$ cat src/verilog/can_acceptance_mask_pkg.sv
// can_acceptance_mask_pkg: offsets, field positions and widths of the mask stage
// assumes a 32-bit AXI4-Lite register bus with one aligned word per register
package can_acceptance_mask_pkg;
	localparam int          ADDR_W          = 4;
	localparam logic [3:0]  OFS_MASK_STD    = 4'h0;
	localparam logic [3:0]  OFS_MASK_EXT    = 4'h4;
	localparam logic [3:0]  OFS_MATCH_STAT  = 4'h8;
	localparam int          STD_FIELD_LSB   = 5;
	localparam int          MODE_BIT_POS    = 3;
	localparam int          STD_ID_W        = 11;
	localparam int          EXT_ID_W        = 18;
	localparam logic [15:0] STD_WRITE_MASK  = 16'hFFEB;
	localparam logic [15:0] MASK_RESET_VAL  = 16'h0000;
	localparam logic [1:0]  RESP_OKAY       = 2'h0;
	localparam logic [1:0]  RESP_SLVERR     = 2'h2;
endpackage

$ cat src/verilog/can_acceptance_mask.sv
// can_acceptance_mask: mask registers and the masked filter comparison
// assumes an AXI4-Lite master on i_clk and a protocol engine presenting ids on i_clk
// How it works
// - standard mask sits in bits 15:5; one compares the bit, zero ignores it
// - mode bit 3 set: frame type must equal the filter's extended select
// - extended mask bits 17:16 and 15:0 include or ignore identifier bits
// - second mask word holds all sixteen low extended mask bits, writable
// - first word: bits 4 and 2 unimplemented and read as zero
`timescale 1ns/10ps
`default_nettype none
module can_acceptance_mask
(
	input  wire logic        i_clk,
	input  wire logic        i_rst_n,
	input  wire logic [3:0]  i_s_axi_awaddr,
	input  wire logic        i_s_axi_awvalid,
	output logic             o_s_axi_awready,
	input  wire logic [31:0] i_s_axi_wdata,
	input  wire logic [3:0]  i_s_axi_wstrb,
	input  wire logic        i_s_axi_wvalid,
	output logic             o_s_axi_wready,
	output logic [1:0]       o_s_axi_bresp,
	output logic             o_s_axi_bvalid,
	input  wire logic        i_s_axi_bready,
	input  wire logic [3:0]  i_s_axi_araddr,
	input  wire logic        i_s_axi_arvalid,
	output logic             o_s_axi_arready,
	output logic [31:0]      o_s_axi_rdata,
	output logic [1:0]       o_s_axi_rresp,
	output logic             o_s_axi_rvalid,
	input  wire logic        i_s_axi_rready,
	input  wire logic        i_msg_valid,
	input  wire logic [10:0] i_msg_std_id,
	input  wire logic [17:0] i_msg_ext_id,
	input  wire logic        i_msg_is_ext,
	input  wire logic [10:0] i_filt_std_id,
	input  wire logic [17:0] i_filt_ext_id,
	input  wire logic        i_filt_extended_frame_select,
	output logic             o_match_valid,
	output logic             o_match
);
	logic [15:0] accept_mask_std_id_q, accept_mask_std_id_d;
	logic [15:0] accept_mask_ext_id_q, accept_mask_ext_id_d;
	logic        aw_hold_q, aw_hold_d, w_hold_q, w_hold_d;
	logic [3:0]  awaddr_q, awaddr_d;
	logic [31:0] wdata_q, wdata_d;
	logic [3:0]  wstrb_q, wstrb_d;
	logic        bvalid_q, bvalid_d, rvalid_q, rvalid_d;
	logic [1:0]  bresp_q, bresp_d, rresp_q, rresp_d;
	logic [31:0] rdata_q, rdata_d;
	logic        match_valid_q, match_valid_d, match_q, match_d;
	logic        awready_q, awready_d, wready_q, wready_d, arready_q, arready_d;
	logic        aw_take, w_take, do_write, ar_take;
	logic [3:0]  waddr;
	logic [31:0] wdata;
	logic [3:0]  wstrb;
	logic [15:0] wmerge_std, wmerge_ext;
	logic [10:0] std_ident_mask_bits;
	logic [17:0] ext_ident_mask_bits;
	logic        frame_type_match_mode;
	logic        std_ok, ext_ok, type_ok;

	// mask fields picked out of the two words
	assign std_ident_mask_bits   = accept_mask_std_id_q[15:5];
	assign frame_type_match_mode = accept_mask_std_id_q[can_acceptance_mask_pkg::MODE_BIT_POS];
	assign ext_ident_mask_bits   = {accept_mask_std_id_q[1:0], accept_mask_ext_id_q};

	// bus handshakes; address and data may come in either order
	assign aw_take  = i_s_axi_awvalid && !aw_hold_q && !bvalid_q;
	assign w_take   = i_s_axi_wvalid && !w_hold_q && !bvalid_q;
	assign waddr    = aw_hold_q ? awaddr_q : i_s_axi_awaddr;
	assign wdata    = w_hold_q ? wdata_q : i_s_axi_wdata;
	assign wstrb    = w_hold_q ? wstrb_q : i_s_axi_wstrb;
	assign do_write = (aw_hold_q || aw_take) && (w_hold_q || w_take);
	assign ar_take  = i_s_axi_arvalid && !rvalid_q;

	// byte-lane merge of write data
	always_comb
	begin
		wmerge_std = accept_mask_std_id_q;
		wmerge_ext = accept_mask_ext_id_q;
		if (wstrb[0])
		begin
			wmerge_std[7:0] = wdata[7:0];
			wmerge_ext[7:0] = wdata[7:0];
		end
		if (wstrb[1])
		begin
			wmerge_std[15:8] = wdata[15:8];
			wmerge_ext[15:8] = wdata[15:8];
		end
		wmerge_std = wmerge_std & can_acceptance_mask_pkg::STD_WRITE_MASK;
	end

	// register file and bus next state
	always_comb
	begin
		accept_mask_std_id_d = accept_mask_std_id_q;
		accept_mask_ext_id_d = accept_mask_ext_id_q;
		aw_hold_d = aw_hold_q;
		w_hold_d  = w_hold_q;
		awaddr_d  = awaddr_q;
		wdata_d   = wdata_q;
		wstrb_d   = wstrb_q;
		bvalid_d  = bvalid_q && !i_s_axi_bready;
		bresp_d   = bresp_q;
		rvalid_d  = rvalid_q && !i_s_axi_rready;
		rresp_d   = rresp_q;
		rdata_d   = rdata_q;
		if (do_write)
		begin
			aw_hold_d = 1'b0;
			w_hold_d  = 1'b0;
			bvalid_d  = 1'b1;
			bresp_d   = can_acceptance_mask_pkg::RESP_OKAY;
			unique case (waddr)
				can_acceptance_mask_pkg::OFS_MASK_STD: accept_mask_std_id_d = wmerge_std;
				can_acceptance_mask_pkg::OFS_MASK_EXT: accept_mask_ext_id_d = wmerge_ext;
				can_acceptance_mask_pkg::OFS_MATCH_STAT: bresp_d = can_acceptance_mask_pkg::RESP_OKAY;
				default: bresp_d = can_acceptance_mask_pkg::RESP_SLVERR;
			endcase
		end
		else
		begin
			if (aw_take)
			begin
				aw_hold_d = 1'b1;
				awaddr_d  = i_s_axi_awaddr;
			end
			if (w_take)
			begin
				w_hold_d = 1'b1;
				wdata_d  = i_s_axi_wdata;
				wstrb_d  = i_s_axi_wstrb;
			end
		end
		if (ar_take)
		begin
			rvalid_d = 1'b1;
			rresp_d  = can_acceptance_mask_pkg::RESP_OKAY;
			unique case (i_s_axi_araddr)
				can_acceptance_mask_pkg::OFS_MASK_STD: rdata_d = {16'h0000, accept_mask_std_id_q};
				can_acceptance_mask_pkg::OFS_MASK_EXT: rdata_d = {16'h0000, accept_mask_ext_id_q};
				can_acceptance_mask_pkg::OFS_MATCH_STAT: rdata_d = {30'h0, match_q, match_valid_q};
				default:
				begin
					rdata_d = 32'h00000000;
					rresp_d = can_acceptance_mask_pkg::RESP_SLVERR;
				end
			endcase
		end
		// readies registered so every bus output leaves a flop
		awready_d = !aw_hold_d && !bvalid_d;
		wready_d  = !w_hold_d && !bvalid_d;
		arready_d = !rvalid_d;
	end

	// masked identifier comparison and frame-type rule
	always_comb
	begin
		std_ok  = ((i_msg_std_id ^ i_filt_std_id) & std_ident_mask_bits) == 11'h000;
		ext_ok  = ((i_msg_ext_id ^ i_filt_ext_id) & ext_ident_mask_bits) == 18'h00000;
		type_ok = frame_type_match_mode ? (i_msg_is_ext == i_filt_extended_frame_select)
		                                : 1'b1;
		match_valid_d = i_msg_valid;
		match_d       = i_msg_valid && type_ok && std_ok && (!i_msg_is_ext || ext_ok);
	end

	// registers; masks come up cleared, every bit is don't-care until written
	always_ff @(posedge i_clk or negedge i_rst_n)
	begin
		if (!i_rst_n)
		begin
			accept_mask_std_id_q <= can_acceptance_mask_pkg::MASK_RESET_VAL;
			accept_mask_ext_id_q <= can_acceptance_mask_pkg::MASK_RESET_VAL;
			aw_hold_q     <= 1'b0;
			w_hold_q      <= 1'b0;
			awaddr_q      <= 4'h0;
			wdata_q       <= 32'h00000000;
			wstrb_q       <= 4'h0;
			bvalid_q      <= 1'b0;
			bresp_q       <= 2'h0;
			rvalid_q      <= 1'b0;
			rresp_q       <= 2'h0;
			rdata_q       <= 32'h00000000;
			match_valid_q <= 1'b0;
			match_q       <= 1'b0;
			awready_q     <= 1'b1;
			wready_q      <= 1'b1;
			arready_q     <= 1'b1;
		end
		else
		begin
			accept_mask_std_id_q <= accept_mask_std_id_d;
			accept_mask_ext_id_q <= accept_mask_ext_id_d;
			aw_hold_q     <= aw_hold_d;
			w_hold_q      <= w_hold_d;
			awaddr_q      <= awaddr_d;
			wdata_q       <= wdata_d;
			wstrb_q       <= wstrb_d;
			bvalid_q      <= bvalid_d;
			bresp_q       <= bresp_d;
			rvalid_q      <= rvalid_d;
			rresp_q       <= rresp_d;
			rdata_q       <= rdata_d;
			match_valid_q <= match_valid_d;
			match_q       <= match_d;
			awready_q     <= awready_d;
			wready_q      <= wready_d;
			arready_q     <= arready_d;
		end
	end

	assign o_s_axi_awready = awready_q;
	assign o_s_axi_wready  = wready_q;
	assign o_s_axi_bvalid  = bvalid_q;
	assign o_s_axi_bresp   = bresp_q;
	assign o_s_axi_arready = arready_q;
	assign o_s_axi_rvalid  = rvalid_q;
	assign o_s_axi_rdata   = rdata_q;
	assign o_s_axi_rresp   = rresp_q;
	assign o_match_valid   = match_valid_q;
	assign o_match         = match_q;

	// checks
	a_unimpl_zero: assert property (@(posedge i_clk) disable iff (!i_rst_n)
		accept_mask_std_id_q[4] == 1'b0 && accept_mask_std_id_q[2] == 1'b0)
		else $error("unimplemented mask bits set");
	a_type_strict: assert property (@(posedge i_clk) disable iff (!i_rst_n)
		(i_msg_valid && frame_type_match_mode && (i_msg_is_ext != i_filt_extended_frame_select))
		|=> !o_match)
		else $error("frame type mismatch accepted");
	a_std_dontcare: assert property (@(posedge i_clk) disable iff (!i_rst_n)
		(i_msg_valid && !frame_type_match_mode && !i_msg_is_ext && std_ident_mask_bits == 11'h000)
		|=> o_match)
		else $error("zero mask did not match");
	a_mixed_accept: assert property (@(posedge i_clk) disable iff (!i_rst_n)
		(i_msg_valid && !frame_type_match_mode && i_msg_is_ext && (i_msg_std_id == i_filt_std_id)
		 && (i_msg_ext_id == i_filt_ext_id)) |=> o_match)
		else $error("equal ids rejected in mixed mode");
	a_ext_bit_used: assert property (@(posedge i_clk) disable iff (!i_rst_n)
		(i_msg_valid && i_msg_is_ext && ((i_msg_ext_id ^ i_filt_ext_id) & ext_ident_mask_bits) != 18'h00000)
		|=> !o_match)
		else $error("masked extended difference accepted");
	a_std_bit_used: assert property (@(posedge i_clk) disable iff (!i_rst_n)
		(i_msg_valid && ((i_msg_std_id ^ i_filt_std_id) & std_ident_mask_bits) != 11'h000)
		|=> !o_match)
		else $error("masked standard difference accepted");
	a_ext_write: assert property (@(posedge i_clk) disable iff (!i_rst_n)
		(do_write && waddr == can_acceptance_mask_pkg::OFS_MASK_EXT && wstrb[1:0] == 2'h3)
		|=> accept_mask_ext_id_q == $past(wdata[15:0]))
		else $error("extended mask word not written");
	a_match_needs_valid: assert property (@(posedge i_clk) disable iff (!i_rst_n)
		o_match |-> o_match_valid && $past(i_msg_valid))
		else $error("match without message");
	a_bresp_follows: assert property (@(posedge i_clk) disable iff (!i_rst_n)
		do_write |=> o_s_axi_bvalid)
		else $error("write response missing");
	c_strict_mode: cover property (@(posedge i_clk) disable iff (!i_rst_n)
		i_msg_valid && frame_type_match_mode ##1 o_match);
	c_mixed_mode: cover property (@(posedge i_clk) disable iff (!i_rst_n)
		i_msg_valid && !frame_type_match_mode && i_msg_is_ext ##1 o_match);
	c_reject: cover property (@(posedge i_clk) disable iff (!i_rst_n)
		o_match_valid && !o_match);
endmodule
`default_nettype wire

$ cat config.mk
export PLATFORM = sky130hd
export DESIGN_NAME = can_acceptance_mask
export DESIGN_NICKNAME = d
export VERILOG_FILES = /design/src/verilog/can_acceptance_mask_pkg.sv /design/src/verilog/can_acceptance_mask.sv
export SDC_FILE = /design/constraint.sdc
export NUM_CORES = 1
export LEC_CHECK = 0
export ABC_AREA = 1
export BUFFER_PORTS_ARGS = -buffer_cell sky130_fd_sc_hd__buf_2
export CAP_MARGIN = 40
export CORE_MARGIN = 2
export CORE_UTILIZATION = 45
export DETAILED_ROUTE_END_ITERATION = 6
export PLACE_DENSITY = 0.77
export RECOVER_POWER = 100
export SLEW_MARGIN = 20
export SYNTH_ARGS = -nofsm -noshare
export SYNTH_HDL_FRONTEND = slang
export SYNTH_SLANG_ARGS = --single-unit
export TNS_END_PERCENT = 20
$ cat constraint.sdc
create_clock -name i_clk -period 1.4 [get_ports i_clk]
set_clock_uncertainty 0.05 [all_clocks]
set_input_delay 0.28 -clock i_clk [delete_from_list [all_inputs] [get_ports i_clk]]
set_output_delay 0.28 -clock i_clk [all_outputs]
set_load 0.05 [all_outputs]
==> results.yml <==
clocking:
  cts_tree: "done"
  htree_levels: 3
  cts_buffers: 9
  clkTransAtPathRegs_ns: 0.08
  cts-root-buf: "clkbuf_8"
  clock_sinks: 79
  clkLatencyLatePin_ns: 0.35
  clk_path_buf_depth: 2
worst_setup_path:
  start_kind: "register"
  crit_chain: "nor3b_4 -> nor2_4 -> nor2_4 -> nand2_4 -> nor2_4 -> buf_12 -> nand2_1 -> o21ai_0"
  cp_data_required_time_ns: 1.61
  crit_type: "register to register"
  path_max_fanout: 16
  cpMostUsedCell: "nor2_4"
  regToRegStartpoint: "aw_hold_q"
  rrSetupSlack_ns: -0.19
  crit_path_end_kind: "register"
  worstRegToRegCells: 8
  arrival_ns: 1.81
  worstReg2RegEnd: "accept_mask_ext_id_q[15]"
  cp_slowest_stage_delay_ns: 0.47
  slowest_stage: "dfrtp_2"
power:
  leakage_nw: 2.86
  p_total_mw: 9.07
  powerDensity_nw_per_um2: 1720
  peakVddDrop_v: 0.00123
cells_and_area:
  multi_input_area_sq_um: 1790
  regArea_sq_um: 1980
  syn_to_final_growth_pct: 28.7
  fin_nets: 807
  layout.cells.non_filler: 808
  insertedDiodeCount: 0
  drive_above_1_share: 0.284
  fillCellCount: 816
floorplan:
  die_h_um: 99.5
  start_util: 0.466
  fp.coreArea_sq_um: 8810
  die_area_sq_um: 9910
  die_x_um: 99.5
  rows: 34
  num_io_pins: 155
sta:
  max_slew_margin: 0.638
  final-hold-violation-count: 0
  rsz0062_at_grt: "yes"
  finalCritPeriodShare: 1.14
  setup_viol: 54
  drv_slew: 0
  period_minus_slack_ns: 1.59
  clock.fmax_mhz: 628
  worst_slew_pin_slew_ns: 0.543
  setup_ws_ns: -0.193
hold_path:
  hold_path_class: "input port to register"
  min_to: "o_match_valid"
  hold_depth: 1
  hold_path_startpoint: "i_msg_valid"
synthesis:
  syn_area_sq_um: 4110
  synth_cells: 548
  synth_top_area_cell: "dfrtp_1"
  synth_area_leaders: "dfrtp_1, nand2_1, o21ai_0, inv_1, nor2_1"
  yosys_warnings: 0
  yosysUniqueCellTypes: 30
  seq_area_frac_synth: 0.482
  synth_top_cell_area_share: 0.463
  syn_avg_cell_area_sq_um: 7.49
  synth-seq-cells: 79
drt:
  dr_total_vias: 3927
  drt_iter0_markers: 168
  antenna_left: 0
  wire_per_inst_um: 13.1
  drt_wl_total_um: 10600
  first_pass_iters: 6
  viasPerCell: 4.86
  drcViolationCount: 0
outcome:
  status: "finished, violations left"
  violations: "negative setup slack"
placed_design:
  gp_congestion: 0.837
  hpwl_um: 8110
  portBuffers: 118
  place_ws_ns: -0.338
  dp_cells: 781
global_route:
  grt_pass1_wl_um: 17400
  track_usage: 0.222
  grt_overflow: 0
  grt_max_degree: 41
  grt_antenna_before_repair: 0
  grt_pass1_vias: 3733
flow_run:
  max_cap_violations: 0
-- placed cells by master (no fill, tap or decap), types with 4 or more instances in the layout --
| cell | synthesis | final |
|---|---|---|
| clkbuf_2 | 0 | 23 |
| a21oi_1 | 13 | 13 |
| buf_6 | 4 | 7 |
| nand2_1 | 174 | 167 |
| o21ai_0 | 81 | 60 |
| nor2_1 | 55 | 54 |
| o22ai_1 | 15 | 14 |
| o21ai_1 | 1 | 17 |
| inv_1 | 66 | 66 |
| nand3_1 | 7 | 6 |
| nor2_4 | 4 | 6 |
| o21ai_2 | 2 | 7 |
| buf_2 | 2 | 92 |
| clkbuf_1 | 9 | 4 |
| dfrtp_1 | 76 | 74 |
| clkbuf_8 | 0 | 10 |
| conb_1 | 1 | 18 |
| nand2_2 | 2 | 6 |
| buf_4 | 19 | 22 |
-- registers in the layout, summed over array words and instances, names as in the netlist --
signal and count:
o_match_valid 1, o_s_axi_bresp 1, o_s_axi_arready 1, wdata_q 16, o_s_axi_wready 1, o_s_axi_rdata 16, aw_hold_q 1, awaddr_q 4
accept_mask_std_id_q 14, o_s_axi_awready 1, o_match 1, w_hold_q 1, o_s_axi_rresp 1, wstrb_q 2, accept_mask_ext_id_q 16, o_s_axi_rvalid 1
o_s_axi_bvalid 1
-- worst max path at each step --
| stage | to | from |
|---|---|---|
| final | accept_mask_ext_id_q[15] | aw_hold_q |
| after global routing | accept_mask_ext_id_q[9] | aw_hold_q |
| after CTS | accept_mask_std_id_q[5] | aw_hold_q |
| after detailed placement | accept_mask_ext_id_q[6] | aw_hold_q |
| after global placement | accept_mask_ext_id_q[3] | aw_hold_q |
| after floorplan | accept_mask_ext_id_q[10] | o_s_axi_bvalid |
-- stage by stage --
stage                util  area [sq um]  setup TNS [ns]  hold WS, ns
CTS                 0.592          5220           -6.76      0.00176
floorplan               -          4180           -7.53      -0.0656
finish              0.600          5290           -8.15       0.0195
global route        0.600          5290          -13.94       0.0202
global placement    0.559          4920           -5.32       0.0577
detailed placement  0.559          4920           -9.60       0.0554
-- routing by layer --
layer	global-route usage	up-vias	wire, um
met5	0	-	0
met4	0.0632	0	121
met3	0.0492	9	595
met2	0.362	137	5190
met1	0.299	1805	4680
li1	-	1976	-
-- power by group --
part | switching [mW] | leakage, nW | total [mW] | internal [mW]
combinational | 2.46 | 1.82 | 3.85 | 1.39
sequential | 0.437 | 0.937 | 3.58 | 3.15
clock | 0.775 | 0.100 | 1.64 | 0.865
total | 3.67 | 2.86 | 9.07 | 5.41
-- cell type report --
type	instances	area share
timing repair buffer	154	0.178
multi-input combinational	385	0.338
inverter	66	0.0469
tap	108	0.0256
clock buffer	12	0.0275
clock inverter	4	0.00852
sequential	79	0.375
-- cell families (layout without fill, tap and decap cells) --
family | count (synthesis) | count (layout) | share of synthesized area
buffers and inverters | 101 | 236 | 0.118
AND/OR/NAND/NOR | 252 | 252 | 0.251
AO/OA/AOI/OAI | 114 | 114 | 0.146
flip-flops | 79 | 79 | 0.482
XOR/XNOR | 1 | 1 | 0.00213
other | 1 | 18 | 0.000913
-- what timing repair did --
item,CTS,global route
hold buffers,1,0
resized for setup,19,39
endpoints found under the hold margin,76,0
endpoints found under the setup margin,56,60
pin swaps,6,4
buffers inserted,5,4
cloned,1,0
-- Yosys cell counts, drive strengths merged --
cell    count
a21oi      13
a31oi       1
buf        26
clkbuf      9
conb        1
dfrtp      76
dfstp       3
inv        66
nand2     176
nand3       7
nand3b      1
nand4       1
nor2       61
nor3        3
nor3b       1
nor4        1
o21ai      84
o22ai      15
o31ai       1
or2         1
xnor2       1
-- worst max-delay path, delay by kind of cell, from the launching register on --
| kind | cells | cell delay, ns |
|---|---|---|
| buffers and inverters | 1 | 0.15 |
| DFF | 1 | 0.47 |
| and+or+nand+nor | 6 | 0.77 |
| AOI/OAI and AO/OA | 1 | 0.07 |
(Power assumes the default switching activity.)
